--- config.mk ---
export PLATFORM = sky130hd
export DESIGN_NAME = asp_async_port
export DESIGN_NICKNAME = d
export VERILOG_FILES = /design/src/shared/asp_pkg.sv /design/src/rtl/asp_baud_tick.sv /design/src/rtl/asp_rx_sample.sv /design/src/rtl/asp_async_port.sv
export SDC_FILE = /design/constraint.sdc
export NUM_CORES = 1
export LEC_CHECK = 0
export BUFFER_PORTS_ARGS = -buffer_cell sky130_fd_sc_hd__buf_2
export CAP_MARGIN = 10
export CORE_UTILIZATION = 55
export DETAILED_ROUTE_END_ITERATION = 12
export PLACE_DENSITY = 0.8
export SLEW_MARGIN = 20
export SYNTH_ARGS = -nofsm -noshare
export SYNTH_HDL_FRONTEND = slang
export SYNTH_SLANG_ARGS = --single-unit
--- constraint.sdc ---
create_clock -name clk -period 4.3 [get_ports clk]
set_clock_uncertainty 0.1 [all_clocks]
set_input_delay 0.86 -clock clk [delete_from_list [all_inputs] [get_ports clk]]
set_output_delay 0.86 -clock clk [all_outputs]
set_load 0.05 [all_outputs]
--- src/shared/asp_pkg.sv ---
package asp_pkg;
   // Register indices; byte address is four times the index
   localparam logic [13:0] IDX_CTRL_ONE = 14'h0f98;
   localparam logic [13:0] IDX_STATUS   = 14'h0f98;
   localparam logic [13:0] IDX_CTRL_TWO = 14'h0f99;
   localparam logic [13:0] IDX_BUFFER   = 14'h0f9a;
   // Control one fields, then the control two stop field
   localparam int CTL_TXEN   = 7;
   localparam int CTL_RXEN   = 6;
   localparam int CTL_TXSTOP = 5;
   localparam int CTL_EVEN   = 4;
   localparam int CTL_PAR    = 3;
   localparam int CTL_BAUD   = 0;
   localparam int CT2_RXSTOP = 0;
   // Status fields
   localparam int ST_PF    = 7;
   localparam int ST_FF    = 6;
   localparam int ST_OVR   = 5;
   localparam int ST_FULL  = 4;
   localparam int ST_DONE  = 3;
   localparam int ST_EMPTY = 2;
   // Reset values
   localparam logic [7:0] CTRL_ONE_RST = 8'h00;
   localparam logic       RXSTOP_RST   = 1'b0;
   localparam logic       EMPTY_RST    = 1'b1;
   localparam logic       DONE_RST     = 1'b1;
   // Receiver clock dividers: 13, 26, 52, 104, 208, 416, 96
   localparam logic [8:0] DIV_0 = 9'h00d;
   localparam logic [8:0] DIV_1 = 9'h01a;
   localparam logic [8:0] DIV_2 = 9'h034;
   localparam logic [8:0] DIV_3 = 9'h068;
   localparam logic [8:0] DIV_4 = 9'h0d0;
   localparam logic [8:0] DIV_5 = 9'h1a0;
   localparam logic [8:0] DIV_7 = 9'h060;
   localparam logic [2:0] BAUD_TIMER = 3'h6;
   // Receiver clock ticks within one bit, then last data bit and bus responses
   localparam logic [3:0] PHASE_LAST = 4'hf;
   localparam logic [3:0] SAMPLE_A   = 4'h7;
   localparam logic [3:0] SAMPLE_B   = 4'h8;
   localparam logic [3:0] SAMPLE_C   = 4'h9;
   localparam logic [2:0] BIT_LAST   = 3'h7;
   localparam logic [1:0] RESP_OKAY   = 2'h0;
   localparam logic [1:0] RESP_SLVERR = 2'h2;
   typedef enum logic [2:0] {TX_IDLE, TX_START, TX_DATA, TX_PAR, TX_STOP} asp_tx_state_t;
   typedef enum logic [2:0] {RX_IDLE, RX_START, RX_DATA, RX_PAR, RX_STOP} asp_rx_state_t;
endpackage : asp_pkg

--- src/rtl/asp_baud_tick.sv ---
module asp_baud_tick (
   input  wire logic       clk,       // System clock
   input  wire logic       rst,       // Synchronous reset
   input  wire logic       ce,        // Clock enable
   input  wire logic [2:0] baudSel,   // Divider code
   input  wire logic       timerFive, // Timer pulse, same clock
   output logic            tick       // Receiver clock tick
);
   logic [8:0] cnt;
   logic [8:0] div;

   // Divider lookup per code
   always_comb begin
      case (baudSel)
         3'h0:    div = asp_pkg::DIV_0;
         3'h1:    div = asp_pkg::DIV_1;
         3'h2:    div = asp_pkg::DIV_2;
         3'h3:    div = asp_pkg::DIV_3;
         3'h4:    div = asp_pkg::DIV_4;
         3'h5:    div = asp_pkg::DIV_5;
         default: div = asp_pkg::DIV_7;
      endcase
   end

   // Free running divider; timer code bypasses it
   always_ff @(posedge clk) begin
      if (rst) begin
         cnt  <= 9'h000;
         tick <= 1'b0;
      end else if (ce) begin
         if (baudSel == asp_pkg::BAUD_TIMER) begin
            cnt  <= 9'h000;
            tick <= timerFive;
         end else if (cnt >= div - 9'h001) begin
            cnt  <= 9'h000;
            tick <= 1'b1;
         end else begin
            cnt  <= cnt + 9'h001;
            tick <= 1'b0;
         end
      end
   end
endmodule : asp_baud_tick

--- src/rtl/asp_rx_sample.sv ---
module asp_rx_sample (
   input  wire logic       clk,         // System clock
   input  wire logic       rst,         // Synchronous reset
   input  wire logic       ce,          // Clock enable
   input  wire logic       serialInPin, // Line input, asynchronous
   input  wire logic       tick,        // Receiver clock tick
   input  wire logic [3:0] phase,       // Tick number within bit
   output logic            lineNow,     // Synchronised line
   output logic            vote         // Majority of three samples
);
   logic syncA;
   logic s7;
   logic s8;

   // Two stage synchroniser; idle line is high
   always_ff @(posedge clk) begin
      if (rst) begin
         syncA   <= 1'b1;
         lineNow <= 1'b1;
      end else if (ce) begin
         syncA   <= serialInPin;
         lineNow <= syncA;
      end
   end

   // Hold the first two samples of the bit
   always_ff @(posedge clk) begin
      if (rst) begin
         s7 <= 1'b1;
         s8 <= 1'b1;
      end else if (ce && tick) begin
         if (phase == asp_pkg::SAMPLE_A) s7 <= lineNow;
         if (phase == asp_pkg::SAMPLE_B) s8 <= lineNow;
      end
   end

   // Valid at the third sample tick
   assign vote = (s7 & s8) | (s7 & lineNow) | (s8 & lineNow);
endmodule : asp_rx_sample

--- src/rtl/asp_async_port.sv ---
module asp_async_port (
   input  wire logic        clk,          // System clock, 100 MHz
   input  wire logic        rst,          // Synchronous reset
   input  wire logic        ce,           // Clock enable
   input  wire logic        timerFive,    // Timer pulse for code 110
   input  wire logic        serialInPin,  // Serial receive line
   output logic             serialOutPin, // Serial transmit line
   output logic             txEventIrq,   // Transmit start pulse
   output logic             rxEventIrq,   // Receive done pulse when the buffer is not full
   input  wire logic [15:0] awaddr,       // AXI write address
   input  wire logic [2:0]  awprot,       // Unused
   input  wire logic        awvalid,      // AXI
   output logic             awready,      // AXI
   input  wire logic [31:0] wdata,        // AXI write data
   input  wire logic [3:0]  wstrb,        // AXI byte enables
   input  wire logic        wvalid,       // AXI
   output logic             wready,       // AXI
   output logic [1:0]       bresp,        // AXI
   output logic             bvalid,       // AXI
   input  wire logic        bready,       // AXI
   input  wire logic [15:0] araddr,       // AXI read address
   input  wire logic [2:0]  arprot,       // Unused
   input  wire logic        arvalid,      // AXI
   output logic             arready,      // AXI
   output logic [31:0]      rdata,        // AXI read data
   output logic [1:0]       rresp,        // AXI
   output logic             rvalid,       // AXI
   input  wire logic        rready        // AXI
);
   logic [15:0] awAddr;
   logic        awHave;
   logic [7:0]  wByte;
   logic        wLane;
   logic        wHave;
   logic        writeGo;
   logic        readGo;
   logic [7:0]  ctrlOne;
   logic        rxStop;
   logic        txArm;
   logic        rxArm;
   logic        ovrSeen;
   logic        statusRead;
   logic        bufRead;
   logic        bufWr;
   logic        rxClr;
   logic [7:0]  txHold;
   logic        txEmpty;
   logic        txDone;
   logic        txLoad;
   logic        txFinish;
   logic [7:0]  rxBuf;
   logic        rxFull;
   logic        overrun;
   logic        parFault;
   logic        frameFault;
   logic        rxDone;
   logic        rxAccept;
   logic        tick;
   logic        lineNow;
   logic        vote;
   logic [7:0]  status;

   asp_pkg::asp_tx_state_t txState;
   logic [3:0]  txPhase;
   logic [2:0]  txBit;
   logic        txStopIdx;
   logic [7:0]  txShift;
   logic        txPar;

   asp_pkg::asp_rx_state_t rxState;
   logic [3:0]  rxPhase;
   logic [2:0]  rxBit;
   logic        rxStopIdx;
   logic [7:0]  rxShift;
   logic        rxParBit;
   logic        stopBad;
   logic        frameBad;
   logic        parBad;

   // Word index of a byte address
   function automatic logic [13:0] regIdx(input logic [15:0] a);
      regIdx = a[15:2];
   endfunction : regIdx

   function automatic logic mapped(input logic [15:0] a);
      mapped = (regIdx(a) == asp_pkg::IDX_CTRL_ONE) ||
               (regIdx(a) == asp_pkg::IDX_CTRL_TWO) ||
               (regIdx(a) == asp_pkg::IDX_BUFFER);
   endfunction : mapped

   asp_baud_tick u_tick (
      .clk       (clk),
      .rst       (rst),
      .ce        (ce),
      .baudSel   (ctrlOne[asp_pkg::CTL_BAUD +: 3]),
      .timerFive (timerFive),
      .tick      (tick)
   );

   asp_rx_sample u_sample (
      .clk         (clk),
      .rst         (rst),
      .ce          (ce),
      .serialInPin (serialInPin),
      .tick        (tick),
      .phase       (rxPhase),
      .lineNow     (lineNow),
      .vote        (vote)
   );

   // Handshakes; nothing is taken while the clock enable is low
   assign awready = ce & ~awHave;
   assign wready  = ce & ~wHave;
   assign arready = ce & ~rvalid;
   assign writeGo = ce & awHave & wHave & ~bvalid;
   assign readGo  = arvalid & arready;

   // Register side effects
   assign statusRead = readGo && regIdx(araddr) == asp_pkg::IDX_STATUS;
   assign bufRead    = readGo && regIdx(araddr) == asp_pkg::IDX_BUFFER;
   assign bufWr      = writeGo && wLane && regIdx(awAddr) == asp_pkg::IDX_BUFFER;
   assign rxClr      = bufRead & rxArm;

   // Address and data are taken in either order
   always_ff @(posedge clk) begin
      if (rst) begin
         awHave <= 1'b0;
         awAddr <= 16'h0000;
      end else if (ce) begin
         if (awvalid && awready) begin
            awHave <= 1'b1;
            awAddr <= awaddr;
         end else if (writeGo) begin
            awHave <= 1'b0;
         end
      end
   end

   always_ff @(posedge clk) begin
      if (rst) begin
         wHave <= 1'b0;
         wByte <= 8'h00;
         wLane <= 1'b0;
      end else if (ce) begin
         if (wvalid && wready) begin
            wHave <= 1'b1;
            wByte <= wdata[7:0];
            wLane <= wstrb[0];
         end else if (writeGo) begin
            wHave <= 1'b0;
         end
      end
   end

   // Write response
   always_ff @(posedge clk) begin
      if (rst) begin
         bvalid <= 1'b0;
         bresp  <= asp_pkg::RESP_OKAY;
      end else if (ce) begin
         if (writeGo) begin
            bvalid <= 1'b1;
            bresp  <= mapped(awAddr) ? asp_pkg::RESP_OKAY : asp_pkg::RESP_SLVERR;
         end else if (bready) begin
            bvalid <= 1'b0;
         end
      end
   end

   // Control registers are write only; control one's index reads back status, control two reads as zero
   always_ff @(posedge clk) begin
      if (rst) begin
         ctrlOne <= asp_pkg::CTRL_ONE_RST;
         rxStop  <= asp_pkg::RXSTOP_RST;
      end else if (writeGo && wLane) begin
         if (regIdx(awAddr) == asp_pkg::IDX_CTRL_ONE) ctrlOne <= wByte;
         if (regIdx(awAddr) == asp_pkg::IDX_CTRL_TWO) rxStop <= wByte[asp_pkg::CT2_RXSTOP];
      end
   end

   always_comb begin
      status = 8'h00;
      status[asp_pkg::ST_PF]    = parFault;
      status[asp_pkg::ST_FF]    = frameFault;
      status[asp_pkg::ST_OVR]   = overrun;
      status[asp_pkg::ST_FULL]  = rxFull;
      status[asp_pkg::ST_DONE]  = txDone;
      status[asp_pkg::ST_EMPTY] = txEmpty;
   end

   // Read data is registered at the address handshake
   always_ff @(posedge clk) begin
      if (rst) begin
         rvalid <= 1'b0;
         rdata  <= 32'h00000000;
         rresp  <= asp_pkg::RESP_OKAY;
      end else if (ce) begin
         if (readGo) begin
            rvalid <= 1'b1;
            rresp  <= mapped(araddr) ? asp_pkg::RESP_OKAY : asp_pkg::RESP_SLVERR;
            case (regIdx(araddr))
               asp_pkg::IDX_STATUS: rdata <= {24'h000000, status};
               asp_pkg::IDX_BUFFER: rdata <= {24'h000000, rxBuf};
               default:             rdata <= 32'h00000000;
            endcase
         end else if (rready) begin
            rvalid <= 1'b0;
         end
      end
   end

   // Status read arms one buffer access on each side
   always_ff @(posedge clk) begin
      if (rst) begin
         txArm   <= 1'b0;
         rxArm   <= 1'b0;
         ovrSeen <= 1'b0;
      end else if (ce) begin
         if (statusRead) begin
            txArm   <= 1'b1;
            rxArm   <= 1'b1;
            ovrSeen <= overrun;
         end else begin
            if (bufWr) txArm <= 1'b0;
            if (bufRead) rxArm <= 1'b0;
         end
      end
   end

   // Transmit holding buffer and its flags
   always_ff @(posedge clk) begin
      if (rst) begin
         txHold  <= 8'h00;
         txEmpty <= asp_pkg::EMPTY_RST;
         txDone  <= asp_pkg::DONE_RST;
         txEventIrq <= 1'b0;
      end else if (ce) begin
         txEventIrq <= txLoad;
         if (txLoad) txEmpty <= 1'b1;
         else if (bufWr && txArm) begin
            txEmpty <= 1'b0;
            txHold  <= wByte;
         end
         if (txLoad) txDone <= 1'b0;
         else if (txFinish && txEmpty) txDone <= 1'b1;
      end
   end

   // Start only from idle, so a disable waits for the frame end
   assign txLoad = txState == asp_pkg::TX_IDLE && !txEmpty && ctrlOne[asp_pkg::CTL_TXEN];
   assign txFinish = tick && txState == asp_pkg::TX_STOP && txPhase == asp_pkg::PHASE_LAST &&
                     txStopIdx == ctrlOne[asp_pkg::CTL_TXSTOP];

   // Transmit framing, sixteen ticks per bit
   always_ff @(posedge clk) begin
      if (rst) begin
         txState      <= asp_pkg::TX_IDLE;
         txPhase      <= 4'h0;
         txBit        <= 3'h0;
         txStopIdx    <= 1'b0;
         txShift      <= 8'h00;
         txPar        <= 1'b0;
         serialOutPin <= 1'b1;
      end else if (ce) begin
         case (txState)
            asp_pkg::TX_IDLE: begin
               serialOutPin <= 1'b1;
               if (txLoad) begin
                  txShift      <= txHold;
                  txPar        <= ^txHold ^ ~ctrlOne[asp_pkg::CTL_EVEN];
                  txPhase      <= 4'h0;
                  serialOutPin <= 1'b0;
                  txState      <= asp_pkg::TX_START;
               end
            end
            default: begin
               if (tick) begin
                  txPhase <= txPhase + 4'h1;
                  if (txPhase == asp_pkg::PHASE_LAST) begin
                     case (txState)
                        asp_pkg::TX_START: begin
                           txBit        <= 3'h0;
                           serialOutPin <= txShift[0];
                           txShift      <= txShift >> 1;
                           txState      <= asp_pkg::TX_DATA;
                        end
                        asp_pkg::TX_DATA: begin
                           if (txBit != asp_pkg::BIT_LAST) begin
                              txBit        <= txBit + 3'h1;
                              serialOutPin <= txShift[0];
                              txShift      <= txShift >> 1;
                           end else if (ctrlOne[asp_pkg::CTL_PAR]) begin
                              serialOutPin <= txPar;
                              txState      <= asp_pkg::TX_PAR;
                           end else begin
                              serialOutPin <= 1'b1;
                              txStopIdx    <= 1'b0;
                              txState      <= asp_pkg::TX_STOP;
                           end
                        end
                        asp_pkg::TX_PAR: begin
                           serialOutPin <= 1'b1;
                           txStopIdx    <= 1'b0;
                           txState      <= asp_pkg::TX_STOP;
                        end
                        default: begin
                           if (txFinish) txState <= asp_pkg::TX_IDLE;
                           else txStopIdx <= 1'b1;
                        end
                     endcase
                  end
               end
            end
         endcase
      end
   end

   // Receive completes at the vote of the last stop bit
   assign rxDone   = tick && rxState == asp_pkg::RX_STOP && rxPhase == asp_pkg::SAMPLE_C &&
                     rxStopIdx == rxStop;
   assign rxAccept = rxDone & ~rxFull;
   assign frameBad = stopBad | ~vote;
   assign parBad   = ctrlOne[asp_pkg::CTL_PAR] &&
                     (rxParBit != (^rxShift ^ ~ctrlOne[asp_pkg::CTL_EVEN]));

   // Receive framing
   always_ff @(posedge clk) begin
      if (rst) begin
         rxState   <= asp_pkg::RX_IDLE;
         rxPhase   <= 4'h0;
         rxBit     <= 3'h0;
         rxStopIdx <= 1'b0;
         rxShift   <= 8'h00;
         rxParBit  <= 1'b0;
         stopBad   <= 1'b0;
      end else if (ce && tick) begin
         case (rxState)
            asp_pkg::RX_IDLE: begin
               // Enable and overrun only gate a new start
               if (ctrlOne[asp_pkg::CTL_RXEN] && !overrun && !lineNow) begin
                  rxPhase <= 4'h1;
                  stopBad <= 1'b0;
                  rxState <= asp_pkg::RX_START;
               end
            end
            default: begin
               rxPhase <= rxPhase + 4'h1;
               if (rxPhase == asp_pkg::SAMPLE_C) begin
                  case (rxState)
                     asp_pkg::RX_START: if (vote) rxState <= asp_pkg::RX_IDLE;
                     asp_pkg::RX_DATA:  rxShift <= {vote, rxShift[7:1]};
                     asp_pkg::RX_PAR:   rxParBit <= vote;
                     default: begin
                        if (!vote) stopBad <= 1'b1;
                        if (rxDone) rxState <= asp_pkg::RX_IDLE;
                     end
                  endcase
               end else if (rxPhase == asp_pkg::PHASE_LAST) begin
                  case (rxState)
                     asp_pkg::RX_START: begin
                        rxBit   <= 3'h0;
                        rxState <= asp_pkg::RX_DATA;
                     end
                     asp_pkg::RX_DATA: begin
                        rxBit <= rxBit + 3'h1;
                        if (rxBit == asp_pkg::BIT_LAST) begin
                           rxStopIdx <= 1'b0;
                           rxState   <= ctrlOne[asp_pkg::CTL_PAR] ? asp_pkg::RX_PAR
                                                                 : asp_pkg::RX_STOP;
                        end
                     end
                     asp_pkg::RX_PAR: rxState <= asp_pkg::RX_STOP;
                     default:         rxStopIdx <= 1'b1;
                  endcase
               end
            end
         endcase
      end
   end

   // Receive buffer and flags; a set beats a same cycle clear
   always_ff @(posedge clk) begin
      if (rst) begin
         rxBuf      <= 8'h00;
         rxFull     <= 1'b0;
         overrun    <= 1'b0;
         parFault   <= 1'b0;
         frameFault <= 1'b0;
         rxEventIrq <= 1'b0;
      end else if (ce) begin
         rxEventIrq <= rxAccept;
         if (rxAccept) begin
            rxBuf  <= rxShift;
            rxFull <= 1'b1;
         end else if (rxClr) rxFull <= 1'b0;
         if (rxDone && rxFull) overrun <= 1'b1;
         else if (rxClr && ovrSeen) overrun <= 1'b0;
         if (rxAccept && parBad) parFault <= 1'b1;
         else if (rxClr) parFault <= 1'b0;
         if (rxAccept && frameBad) frameFault <= 1'b1;
         else if (rxClr) frameFault <= 1'b0;
      end
   end
endmodule : asp_async_port

=== Yosys cells after proc, flatten, opt, wreduce, memory -nomap -nowiden ===
Cells that the tools add are included.

* Flip-flop bits (word level): 157
* Word-level logic and storage cells: 303
* Memories: 0
* Latch bits: 0
* Output and inout bits: 44
* Memory bits (writable): 0
* Bits in read-only memories: 0
* Input port bits: 84

* Shift-type cells: 0
* Equality and inequality tests: 45
* $add $sub $neg: 6
* Div/mod/pow operators: 0
* Reduce and logical (&&, ||, !) cells: 98
* $lt $le $gt $ge: 1
* Bitwise operators: 30
* Muxes and demuxes: 78
* $mul: 0

{| class="wikitable"
|+ Operators by type and width
! cell !! count
|-
| equality test 14 x 12 -> 1 bit (second input constant) || 6
|-
| one-hot mux 9 bit (6 select lines) || 1
|-
| AND reduction 2 bit || 23
|-
| two-way mux 3 bit || 15
|-
| two-way mux 8 bit || 5
|-
| two-way mux 1 bit || 38
|-
| nonzero test 2 bit || 17
|-
| one-hot mux 8 bit (2 select lines) || 2
|-
| logical AND 1 bit || 24
|-
| AND reduction 6 bit || 4
|-
| two-way mux 4 bit || 5
|-
| equality test 3 x 2 -> 1 bit (second input constant) || 6
|-
| equality test 3 bit (second input constant) || 6
|-
| two-way mux 9 bit || 2
|-
| one-hot mux 3 bit (2 select lines) || 3
|-
| one-hot mux 3 bit (3 select lines) || 2
|-
| equality test 4 bit (second input constant) || 4
|-
| AND reduction 8 bit || 2
|-
| parity 8 bit || 2
|-
| NOT 1 bit || 13
|-
| AND 1 bit || 12
|-
| inequality test 2 bit (second input constant) || 6
|-
| AND reduction 4 bit || 3
|-
| AND reduction 5 bit || 2
|-
| other kinds (30) || 55
|}

=== Longest topological paths before layout ===
Gate-level depths: netlist of the first run.

* Depth in word-level cells: 9
* Depth in mapped cells: 10
* Gate-level depth less buffers: 8

=== By module ===
A second synthesis of the first run with hierarchy kept.

* Cells, all modules: 753
* Area, all modules: 6386.1 um^2

{| class="wikitable"
|+ Modules (own cells, without submodules)
! module !! seq. area each (um^2) !! times used !! cells each !! area an instance (um^2)
|-
| asp_async_port || 2302.2 || 1 || 625 || 5321.4
|-
| asp_baud_tick || 200.2 || 1 || 110 || 878.3
|-
| asp_rx_sample || 80.1 || 1 || 18 || 186.4
|}

=== Worst setup path before layout of the first run ===
OpenSTA, ideal clock, no wires.

* Path type: in2out
* Start: in ce
* End: out wready
* Stages on the path: 4
* Data arrival time: 1.877 ns
* Path buffers: 2
* Data required time: 3.340 ns
* Setup slack: 1.463 ns
* Cells stage by stage: buf_2 -> inv_1 -> nor2_1 -> clkbuf_1

* Word-level cells in the longest chain between the ends: 1

{| class="wikitable"
|+ Ends and longest elaborated chain
! element !! RTL line !! text
|-
| from (decl) || asp_async_port.sv:4 || <nowiki>input wire logic ce,</nowiki>
|-
| AND 1 bit || asp_async_port.sv:113 || <nowiki>assign wready = ce & ~wHave;</nowiki>
|-
| to (decl) || asp_async_port.sv:17 || <nowiki>output logic wready,</nowiki>
|}

Every way passes these cells.

=== Worst setup path after layout of the first run ===
Ends and elaborated chain as after synthesis.

==> results of run 1 <==
==> state kept, by name (all words and copies together) (netlist names), 3 cells and up <==
name and cells:
awAddr 14, ctrlOne 8, rdata 8, rxBit 3, rxBuf 8, rxPhase 4, rxShift 8, rxState 3
txBit 3, txHold 8, txPhase 4, txShift 8, txState 3, u_tick.cnt 9, wByte 8
==> worst max-delay path: stages <==
cell and delay, ps:
buf_2 110, inv_1 460, nor2_1 110, buf_4 190, buf_2 210
==> metrics by stage <==
stage	hold WS (ps)	area (um2)	worst slack, ps	utilization [%]
detailed placement	345	6660	1390	58.3
CTS	358	7280	1400	63.7
floorplan	328	6520	1460	-
global route	380	7280	1330	63.7
global placement	337	6660	1440	58.3
finish	358	7280	1390	63.7
==> cell families (layout without fill, tap and decap cells) <==
family / count (synthesis) / in the layout
AO/OA/AOI/OAI: 154 / 154
XOR/XNOR: 21 / 21
adder cells (fa/ha/maj): 18 / 18
buffers and inverters: 90 / 119
flip-flops: 129 / 129
multiplexers: 46 / 46
other: 1 / 26
AND/OR/NAND/NOR: 301 / 301
==> worst paths after layout <==
path / from / to / slack [ps] / depth (start not counted)
worst min-delay path: awAddr[10]$_SDFFE_PP0P_ / awAddr[10]$_SDFFE_PP0P_ / 360 / 2
worst max register to register: ctrlOne[1]$_SDFFE_PP0P_ / u_tick.cnt[2]$_SDFFE_PP0P_ / 1650 / 8
worst min register to register: awAddr[10]$_SDFFE_PP0P_ / awAddr[10]$_SDFFE_PP0P_ / 360 / 2
worst max-delay path: ce / wready / 1390 / 5
==> placed cells by master (no fill, tap or decap), types with 5 or more instances in the layout <==
cell	instances
nand4b_1	5
nand2_1	109
clkinvlp_4	5
nand4_1	6
o21ai_0	18
ha_1	18
mux2i_1	39
a21oi_1	69
conb_1	26
nand3_1	25
a22oi_1	12
or2_2	5
nor2_1	75
nor2b_1	9
xnor2_1	15
buf_2	63
buf_4	7
inv_1	17
xor2_1	5
mux2_2	7
a211oi_1	10
o211ai_1	10
nand2b_1	9
clkbuf_16	17
or3_1	8
nor3_1	13
dfxtp_1	129
==> routing by layer <==
layer | up-vias | GRT usage [%] | share of wire, %
met5 | - | 0 | 0
met3 | 34 | 5.58 | 5.9
met1 | 2556 | 30.6 | 42
li1 | 2691 | - | -
met4 | 0 | 11.0 | 2.4
met2 | 213 | 43.8 | 50
==> report_power, final <==
group | internal, uW | total (uW) | switching (uW)
clock | 943 | 1480 | 532
combinational | 45.1 | 177 | 132
sequential | 1210 | 1230 | 14.9
total | 2200 | 2880 | 679
==> cell usage after synthesis, types with 15 or more instances <==
library cell and number:
clkbuf_1 32, mux2i_1 39, xnor2_1 15, buf_4 27, nand3_1 25, nor2_1 75
a21oi_1 69, o21ai_0 18, ha_1 18, inv_1 17, dfxtp_1 129, nand2_1 109
==> final cells by class <==
cell class | instances | area (um2)
sequential | 129 | 2580
clock inverter | 12 | 159
clock buffer | 20 | 457
tap | 143 | 179
multi-input combinational | 566 | 3470
timing repair buffer | 70 | 368
inverter | 17 | 63.8
fill | 926 | 4140
==> results, run 1 <==
- The maximum number of buffers from clock root to sink is 2.
- The mean cell area of the mapped netlist is around 8.5 um2.
- The clock latency on the worst-skew pair is around 400 ps.
- The number of antenna diodes in the final layout is 0.
- After floorplanning, the core was sized to cover 0.0114 mm2.
- The routability congestion estimate from global placement is 0.832.
- The floorplan step set the die height to roughly 110 um.
- The final hold violation count is 0.
- The post-synthesis to final-layout area growth is 13.2%.
- In this run, synthesis produced a sequential element count of roughly 130.
- The biggest area contributor in the post-synthesis netlist is dfxtp_1.
- The number of CTS-inserted buffers is 17.
- The post-detailed-route DRC marker count is 0.
- CTS placed an instance of clkbuf_16 at the clock tree root.
- The routed wire length is 14600 um.
- After synthesis, the largest family of logic cells by area is simple AND/OR/NAND/NOR gates.
- The normalized max-slew margin is roughly two fifths.
- Across the run, the number of max-cap violations was 0.
- Derived from the worst setup path, the maximum achievable clock frequency is between 300 and 400 MHz.
- The number of antenna-violating nets in the routed design is 0.
- The count of cells resized by post-cts repair is 0.
- The final critical-path share of the clock period is 67.8%.
- The tree built by TritonCTS fans out to approximately 130 sinks.
- The share of final-layout standard cells stronger than drive strength 1 is about 15%.
- The power consumption is 2880 uW.
- Setup total negative slack on the finished layout was measured at 0 ps.
- The count of flip-flops with a built-in enable after synthesis is 0.
- The number of I/O port buffers is 64.
- The multiplexer fraction of the synthesized cell area is 7.30%.
- The total iterations of the first detailed-routing run is 5.
- The number of global-route vias before repair is 5217.
- For this block, the via count after detailed routing is roughly 5.5k.
- After detailed routing, the number of vias per cell comes to 5.74.
- In this run the power density over the cells is 396 mW/mm2.
- STA classifies the critical path endpoint as an output pin.
- After global routing the overflow that remains totals 0.
- For this run, the number of standard cells in the final layout without fillers is ~960.
- Setup repair after global routing left no endpoint under its margin.
- For this run, the total global-route usage over all layers was measured as about 25%.
- For the pin with the worst max-slew slack, the measured transition is about 870 ps.
- The initial antenna violation count is 0.
- The CTS clock-pin slew for the worst setup and hold paths is 60 ps.
- For the worst setup path, the data arrival time is a little under 2000 ps.
- The CTS tree is built.
- The detailed router's first-iteration violation count is around 410.
- Summed over its instances, the top area cell type makes up between 40% and 50% of the synthesized netlist area.
- The initial utilization of the core area, before any placement, comes to around 56%.
- The detailed placer's ending HPWL is around 9900 um.
- The placed instance count is about 930.
- Entering global routing, the biggest net connects 72 pins.
- After synthesis, the netlist uses 70 different library cells.
- The run finished with clean final reports.
- The Yosys step of the flow raised 0 warnings.
- The instance count of the mapped netlist is 760.
- The compound-cell area share of the yosys netlist is 15.2%.
- The worst setup path is launched from an input port.
- The routed length per placed instance is between 15 and 20 um.
- After synthesis the cells add up to 0.00643 mm2.
- The critical path is of the in2out type.
- Summed over all cells, the static leakage comes to 0.00280 uW.
- The highest fanout seen on the critical path is 15.
- The final number of max-transition violations is 0.
- The horizontal extent of the die is ~110 um.
- The adder and majority gate portion of the synthesized area is 3.50%.
- The number of top-level design ports is between 100 and 150.
- The die footprint is 0.0121 mm2.
- The basic-gate share of the synthesized area counting and, or, nand and nor cells is between 20% and 30%.
- In the synthesized netlist the dominant register cell turns out to be dfxtp_1.
- The standard-cell row count is 39.
- The total setup buffers inserted after CTS is 0.
- The setup violation total in the final timing report is 0.
- The fraction of registers with async set/reset is 0%.
- The synthesized netlist devotes 3.07% of its cell area to XOR and XNOR gates.
- The worst min-delay path class is reg2reg.
- The first global-routing pass estimated 24000 um of wire.
- The time the final worst path needs with I/O delays and setup is a little under 3000 ps.
- The share of the Yosys chip area taken by registers is between 40% and 50%.
- The layout net count is between 900 and 1k.
- The maximum ir drop on the vdd rail is around 0.00037 V.
- The worst endpoint required time is roughly 3300 ps.
- The number of H-tree levels is 4.
- For this design, the CTS-stage hold fixing added 0 buffers.
- By area the synthesized netlist is led by dfxtp_1 40%, nand2_1 6.4%, mux2i_1 6.1%.
Power figures use the tool's default switching activity.
==> run 2, diff against run 1 <==
Settings changed: ABC_AREA set to 1.
Clock period 4.3 ns to 2.9 ns, I/O delays scaled along.
==> results, run 2 <==
- The flow ran to the end, and the final reports show no timing, DRC or antenna violations.
- The routed wire length is around 14000 um.
- Synthesis inferred 129 register bits.
- After synthesis, flip-flops and latches occupy about 40% of the total area.
- The standard-cell row count is 39.
- Pin placement for this block handled about 130 I/O pins.
- The path class of the tightest hold or removal check is in2reg.
- For this run, the leading register cell type out of synthesis is dfxtp_1.
- The total vias in the final route is around 6k.
- The number of antenna diodes in the final layout is 0.
- The internal cell power is between 3000 and 4000 uW.
- Dividing the detail-routed via count by the number of cells gives 5.27.
- The summed negative setup slack over all endpoints is 0 ps.
- STA puts the critical path data required time at between 3000 and 4000 ps.
- The flip-flop count of the largest register after layout is 14.
- The total setup buffers inserted after CTS is 0.
- Along the worst path, the maximum fanout reaches 10.
- The count of cells resized by post-cts repair is 0.
- Setup violations remaining at the end of the flow were counted as 0.
- The sequential cell fraction of total power is 42.6%.
- The most repeated cell in the gate-level netlist after synthesis is nand2_1.
- The most common library cell in the layout ignoring fill and taps is nand2_1.
- The detailed placer's ending HPWL is around 9600 um.
- Hold is met by between 200 and 300 ps.
- The maximum frequency from static timing analysis is 443 MHz.
- The initial antenna violation count came to 0.
- The CTS clock-pin slew for the worst setup and hold paths is 60 ps.
- The distinct cell type count after synthesis is 39.
- The worst-case IR drop observed on VDD is between 0.0004 and 0.0005 V.
- Global routing consumed, over all layers together, between 20% and 30% of the routing resources.
- Ranked by instance count, the synthesized netlist is headed by 210 x nand2_1, 129 x dfxtp_1, 104 x a21oi_1.
- The number of global-route vias before repair is around 5.5k.
- The layout net count is around 1.1k.
- In this run, post-CTS hold repair placed 0 buffers.
- The number of warning messages in the yosys log is 0.
- The post-synthesis to final-layout area growth is 14.4%.
- The count of flip-flops with a built-in enable after synthesis is 0.
- The initial utilization of the core area, before any placement, comes to between 50% and 60%.
- The die is 111 um tall.
- The first-pass GRT wire length is 24900 um.
- The number of H-tree levels is 4.
- The number of antenna-violating nets in the routed design is 0.
- In the layout the commonest cells are 210 x nand2_1, 129 x dfxtp_1, 104 x a21oi_1, 102 x nor2_1, 88 x inv_1.
- The met2 layer wire length in the routed design is 6530 um.
- The switching power is about 1000 uW.
- At the worst endpoint, the arrival time is 2510 ps.
- The total iterations of the first detailed-routing run is 5.
- The horizontal extent of the die is around 110 um.
- The clock latency on the worst-skew pair is around 430 ps.
- The detailed router used layers up to and including met4.
- The power density over cell area is ~570 mW/mm2.
- The root cell of the clock tree is clkbuf_16.
- The routed length on met1 is roughly 6700 um.
- The share of final-layout standard cells stronger than drive strength 1 is around an eighth.
- Summed over all layers, the global routing overflow is 0.
- Entering global routing, the biggest net connects 71 pins.
- After detailed routing, the number of remaining DRC violations is 0.
- The final number of max-transition violations is 0.
- The final hold violation count is 0.
- For the pin with the worst max-slew slack, the measured transition is slightly below 700 ps.
- The critical path is of the reg2reg type.
- The post-synthesis cell type with the largest combined area is dfxtp_1.
- In this run, CTS created clock tree buffers numbering 17.
- In this run the mean area of a mapped cell was around 7.0 um2.
- Summed over all nets, wire length on met3 after detailed routing comes to between 800 and 900 um.
- The synthesized design devotes to its leading area cell type about two fifths of total area.
- The core footprint is roughly 0.011 mm2.
- The register bank with the most flops is awAddr.
- The routability congestion estimate from global placement is 0.916.
- The max-cap violation count is 0.
- In the final layout, the registers with the most flip-flops are awAddr: 14 flops, u_tick.cnt: 9 flops.
- The routed design could run at a clock period as short as between 2000 and 2500 ps.
- The CTS tree is built.
- The maximum number of buffers from clock root to sink is 2.
- The power share of the combinational group is approximately 6.4%.
- Net switching is approximately a quarter of the power.
- The routed length per placed instance is 12.5 um.
- In the synthesized netlist, the number of instances is approximately 940.
- The kind of end point of the critical path is a flip-flop.
- In the post-synthesis netlist, the biggest area contributors are dfxtp_1 40%, nand2_1 12%, a21oi_1 8.0%.
- Clock tree synthesis found a total of roughly 130 sinks.
- The fraction of registers with async set/reset is 0%.
- The final critical-path share of the clock period is between 70 and 80%.
- Summed over all cells, the static leakage comes to 0.00327 uW.
- The startpoint kind of the worst setup timing path is a flip-flop.
- The synthesized area is ~0.0065 mm2.
- The die covers between 0.01 and 0.015 mm2.
- In this run the tightest slew margin relative to its limit is a little over half.
- In this run the tool buffered the top-level ports with 64 buffer cells.
- The fraction of power consumed by the clock network is 51.1%.
- In this run, the number of DRC markers left after iteration 0 of detailed routing was 340.
- Setup repair after global routing left no endpoint under its margin.
==> run 2: layout make-up <==
class                      count  area [um2]
clock inverter                11         135
multi-input combinational    682        3330
tap                          143         179
inverter                      93         349
fill                        1025        4030
clock buffer                  21         470
sequential                   129        2580
timing repair buffer          72         393
==> run 2: layer usage <==
| metal | global-route usage (%) | vias up |
|---|---|---|
| li1 | - | 3145 |
| met1 | 31.6 | 2715 |
| met2 | 40.2 | 169 |
| met3 | 6.62 | 32 |
| met4 | 10.8 | 0 |
| met5 | 0 | - |
==> run 2: worst paths after layout <==
kind                                start  depth (start not counted)                          end  slack, ps
hold reg to reg   awAddr[15]$_SDFFE_PP0P_                          2      awAddr[15]$_SDFFE_PP0P_        350
setup reg to reg  ctrlOne[1]$_SDFFE_PP0P_                         12     u_tick.tick$_SDFFE_PP0P_        640
hold / removal                serialInPin                          3  u_sample.syncA$_SDFFE_PP1P_        300
setup / recovery  ctrlOne[1]$_SDFFE_PP0P_                         12     u_tick.tick$_SDFFE_PP0P_        640
==> run 2: kinds of logic after synthesis <==
logic type | after synthesis | synth area share, %
fa+ha+maj | 18 | 3.46
simple gates | 428 | 28.7
buf+inv | 149 | 10.5
compound gates | 196 | 15.6
flops | 129 | 39.7
other cells | 1 | 0.0577
xor+xnor | 14 | 1.89
==> run 2: per-stage QoR <==
step	power (uW)	util [%]	setup WS [ps]	area [um2]	std cells
final	4270	64.8	643	7440	1151
after global routing	4400	64.8	385	7440	1151
after CTS	4300	64.8	629	7440	1151
after detailed placement	2130	59.6	607	6830	1119
after global placement	2120	59.6	623	6830	1119
after floorplan	2080	-	635	6590	960
==> run 2: critical path, cell delays in order (launching register included) <==
cell     delay, ps
dfxtp_1        360
inv_1          120
nand2_1        110
o21ai_0        110
ha_1           330
nand2_1         70
nor2_1         170
nand2_1         70
nand3_1         70
nand3_1        300
nand3_1        200
nand2_1         60
a21oi_1        120
==> run 2: power groups by stage <==
stage	clock network, uW	logic [uW]	registers [uW]
after floorplan	0	221	1860
after global placement	0	268	1860
after detailed placement	0	270	1860
after CTS	2210	271	1820
after global routing	2290	297	1820
final	2180	271	1820
==> run 3, diff against run 2 <==
Clock period 2.9 ns to 2.22 ns, I/O delays scaled along.
==> results, run 3 (same netlist as run 2, synthesis figures left out) <==
- The run finished with clean final reports.
- The transition time at the pin with the least slew margin is 638 ps.
- The placed instance count is between 1k and 1.5k.
- In the detailed route, the total length drawn on met3 is 809 um.
- The sequential cell fraction of total power is between 40% and 50%.
- The maximum frequency from static timing analysis is 494 MHz.
- The largest registers in the layout are awAddr: 14 flops, u_tick.cnt: 9 flops.
- Setup violations remaining at the end of the flow were counted as 0.
- The clock latency on the worst-skew pair is between 400 and 500 ps.
- The core footprint is 0.0115 mm2.
- Measured against its own limit, the worst slew margin works out to 57.5%.
- The share of total power dissipated in combinational logic is under 10%.
- The data arrival time at the worst-slack endpoint is approximately 2200 ps.
- The startpoint kind of the worst setup timing path is a flip-flop.
- The overall die height is about 110 um.
- The first routing iteration left approximately 330 violations.
- The type of the worst setup path is reg2reg.
- The count of nets left with antenna violations once routing finished came out at 0.
- Summed over all nets, the switching power comes to around 1300 uW.
- The number of I/O port buffers is 64.
- The number of inserted filler cells in the final layout is between 1k and 1.5k.
- In the routed design, unresolved DRC markers number 0.
- The summed negative setup slack over all endpoints is 0 ps.
- Leaving out fill and tap cells, the most frequent cells in the layout are 209 x nand2_1, 127 x dfxtp_1, 103 x a21oi_1, 101 x nor2_1, 88 x inv_1.
- The fraction of power consumed by the clock network is approximately 49%.
- During I/O placement, the number of pins put on the boundary was ~130.
- The routed wire length is between 10000 and 15000 um.
- The leakage power figure is roughly 0.0033 uW.
- In this run the power density over the cells is about 700 mW/mm2.
- For this run the aggregate overflow at the end of global routing stands at 0.
- The maximum number of buffers from clock root to sink is 2.
- Along the worst path, the maximum fanout reaches 6.
- The finished layout holds approximately 1.2k standard cells, fillers aside.
- The count of antenna diodes in the layout is 0.
- In the routed layout, each cell is associated on average with a via count of about 5.3.
- The register with the most flip-flops in the layout has 14 of them.
- Hold repair after CTS inserted 0 buffers.
- The internal cell power is roughly 4100 uW.
- The die footprint is 0.0123 mm2.
- The layout net count is roughly 1.1k.
- The pre-CTS worst setup slack is -171 ps.
- The number of H-tree levels is 4.
- The total vias in the final route is 6133.
- Setup repair after global routing left no endpoint under its margin.
- After layout, the worst setup slack is a little under 200 ps.
- In this run the worst hold path is classified as in2reg.
- The register bank with the most flops is awAddr.
- Relative to the synthesized area, the layout overhead comes to 15.5%.
- The total iterations of the first detailed-routing run is 5.
- After clock tree synthesis, the clock-pin slew on the worst setup and hold paths is 50 ps.
- On the final layout, the worst hold slack is 184 ps.
- The top layer used by detailed routing is met4.
- The power consumption is between 5000 and 6000 uW.
- STA classifies the critical path endpoint as a flip-flop.
- The first global-routing pass estimated 25100 um of wire.
- The number of clock sinks is between 100 and 150.
- Of the available clock period, the critical path in the final layout requires 91.1%.
- The final hold violation count is 0.
- Wire segments on met2 add up to roughly 6800 um in the final route.
- Cells with a size suffix above 1 make up between 10 and 15% of the layout.
- Data on the critical path is required at its endpoint by roughly 2400 ps.
- After floorplanning, the core was divided into 39 placement rows.
- The routed length on met1 is between 6000 and 7000 um.
- The detailed placer's ending HPWL is 10400 um.
- The library cell used most frequently in the layout, excluding fill and tap cells, is nand2_1.
- The number of global-route vias before repair came to between 5k and 6k.
- In this run, CTS created clock tree buffers numbering 17.
- The root cell of the clock tree is clkbuf_16.
- The maximum ir drop on the vdd rail is between 0.0006 and 0.0007 V.
- The max-cap violation count is 0.
- Routability-driven placement finished with a final weighted congestion of 0.920.
- TritonCTS built the clock tree.
- The initial antenna violation count is 0.
- The initial utilization of the core area, before any placement, comes to 56.7%.
- The time the final worst path needs with I/O delays and setup is 2020 ps.
- The total routing resource utilization after global routing is between 20% and 30%.
- The final number of max-transition violations is 0.
- The horizontal extent of the die is 111 um.
- In the final routed layout, each cell accounts on average for between 10 and 15 um.
- Entering global routing, the biggest net connects 58 pins.
- Of the total power, the share spent switching nets is a little under a quarter.
run 3: timing repair:
action,in CTS,in global routing
resized for setup,2,6
setup buffers,3,1
setup endpoints to repair,10,10
pin swaps,1,2
gates cloned,0,0
run 3: worst max-delay path, cell delays in order, from the launching register on:
cell and delay, ps:
dfxtp_2 350, inv_1 110, nand2_2 90, o21ai_1 80, ha_1 330, nand2_1 60
nor2_1 120, nand2_1 110, o21ai_1 150, nor2_2 70, buf_4 150, nand4_1 80
a21oi_1 70
run 3: worst paths after layout:
path	start	endpoint	slack (ps)	cells past startpoint
worst max-delay path	ctrlOne[1]$_SDFFE_PP0P_	u_tick.cnt[7]$_SDFFE_PP0P_	200	12
worst max register to register	ctrlOne[1]$_SDFFE_PP0P_	u_tick.cnt[7]$_SDFFE_PP0P_	200	12
worst min-delay path	serialInPin	u_sample.syncA$_SDFFE_PP1P_	180	3
worst min register to register	awAddr[5]$_SDFFE_PP0P_	awAddr[5]$_SDFFE_PP0P_	350	2
run 3: metrics by stage:
| stage | area (um2) | util [%] |
|---|---|---|
| floorplan | 6590 | - |
| global placement | 6910 | 60.3 |
| detailed placement | 6910 | 60.3 |
| CTS | 7490 | 65.3 |
| global route | 7510 | 65.5 |
| finish | 7510 | 65.5 |
run 3: cell type report:
cell class	instances	area (um2)	share of cell area, %
multi-input cells	682	3340	44.5
well taps	143	179	2.38
clock inverters	6	55.1	0.733
repair buffers	87	505	6.73
flip-flops and latches	129	2580	34.4
inverters	93	349	4.65
clock buffers	25	495	6.60
run 3: layer usage:
| layer | track usage (%) | up-vias |
|---|---|---|
| met5 | 0 | - |
| met4 | 10.0 | 0 |
| met3 | 6.12 | 25 |
| met2 | 39.6 | 173 |
| met1 | 32.8 | 2764 |
| li1 | - | 3171 |
run 3: power by group through the flow:
stage	combinational (uW)	sequential, uW	clock (uW)
after detailed placement	360	2420	0
after CTS	362	2380	2620
after global placement	358	2420	0
after floorplan	288	2430	0
final	363	2380	2600
after global routing	396	2380	2750
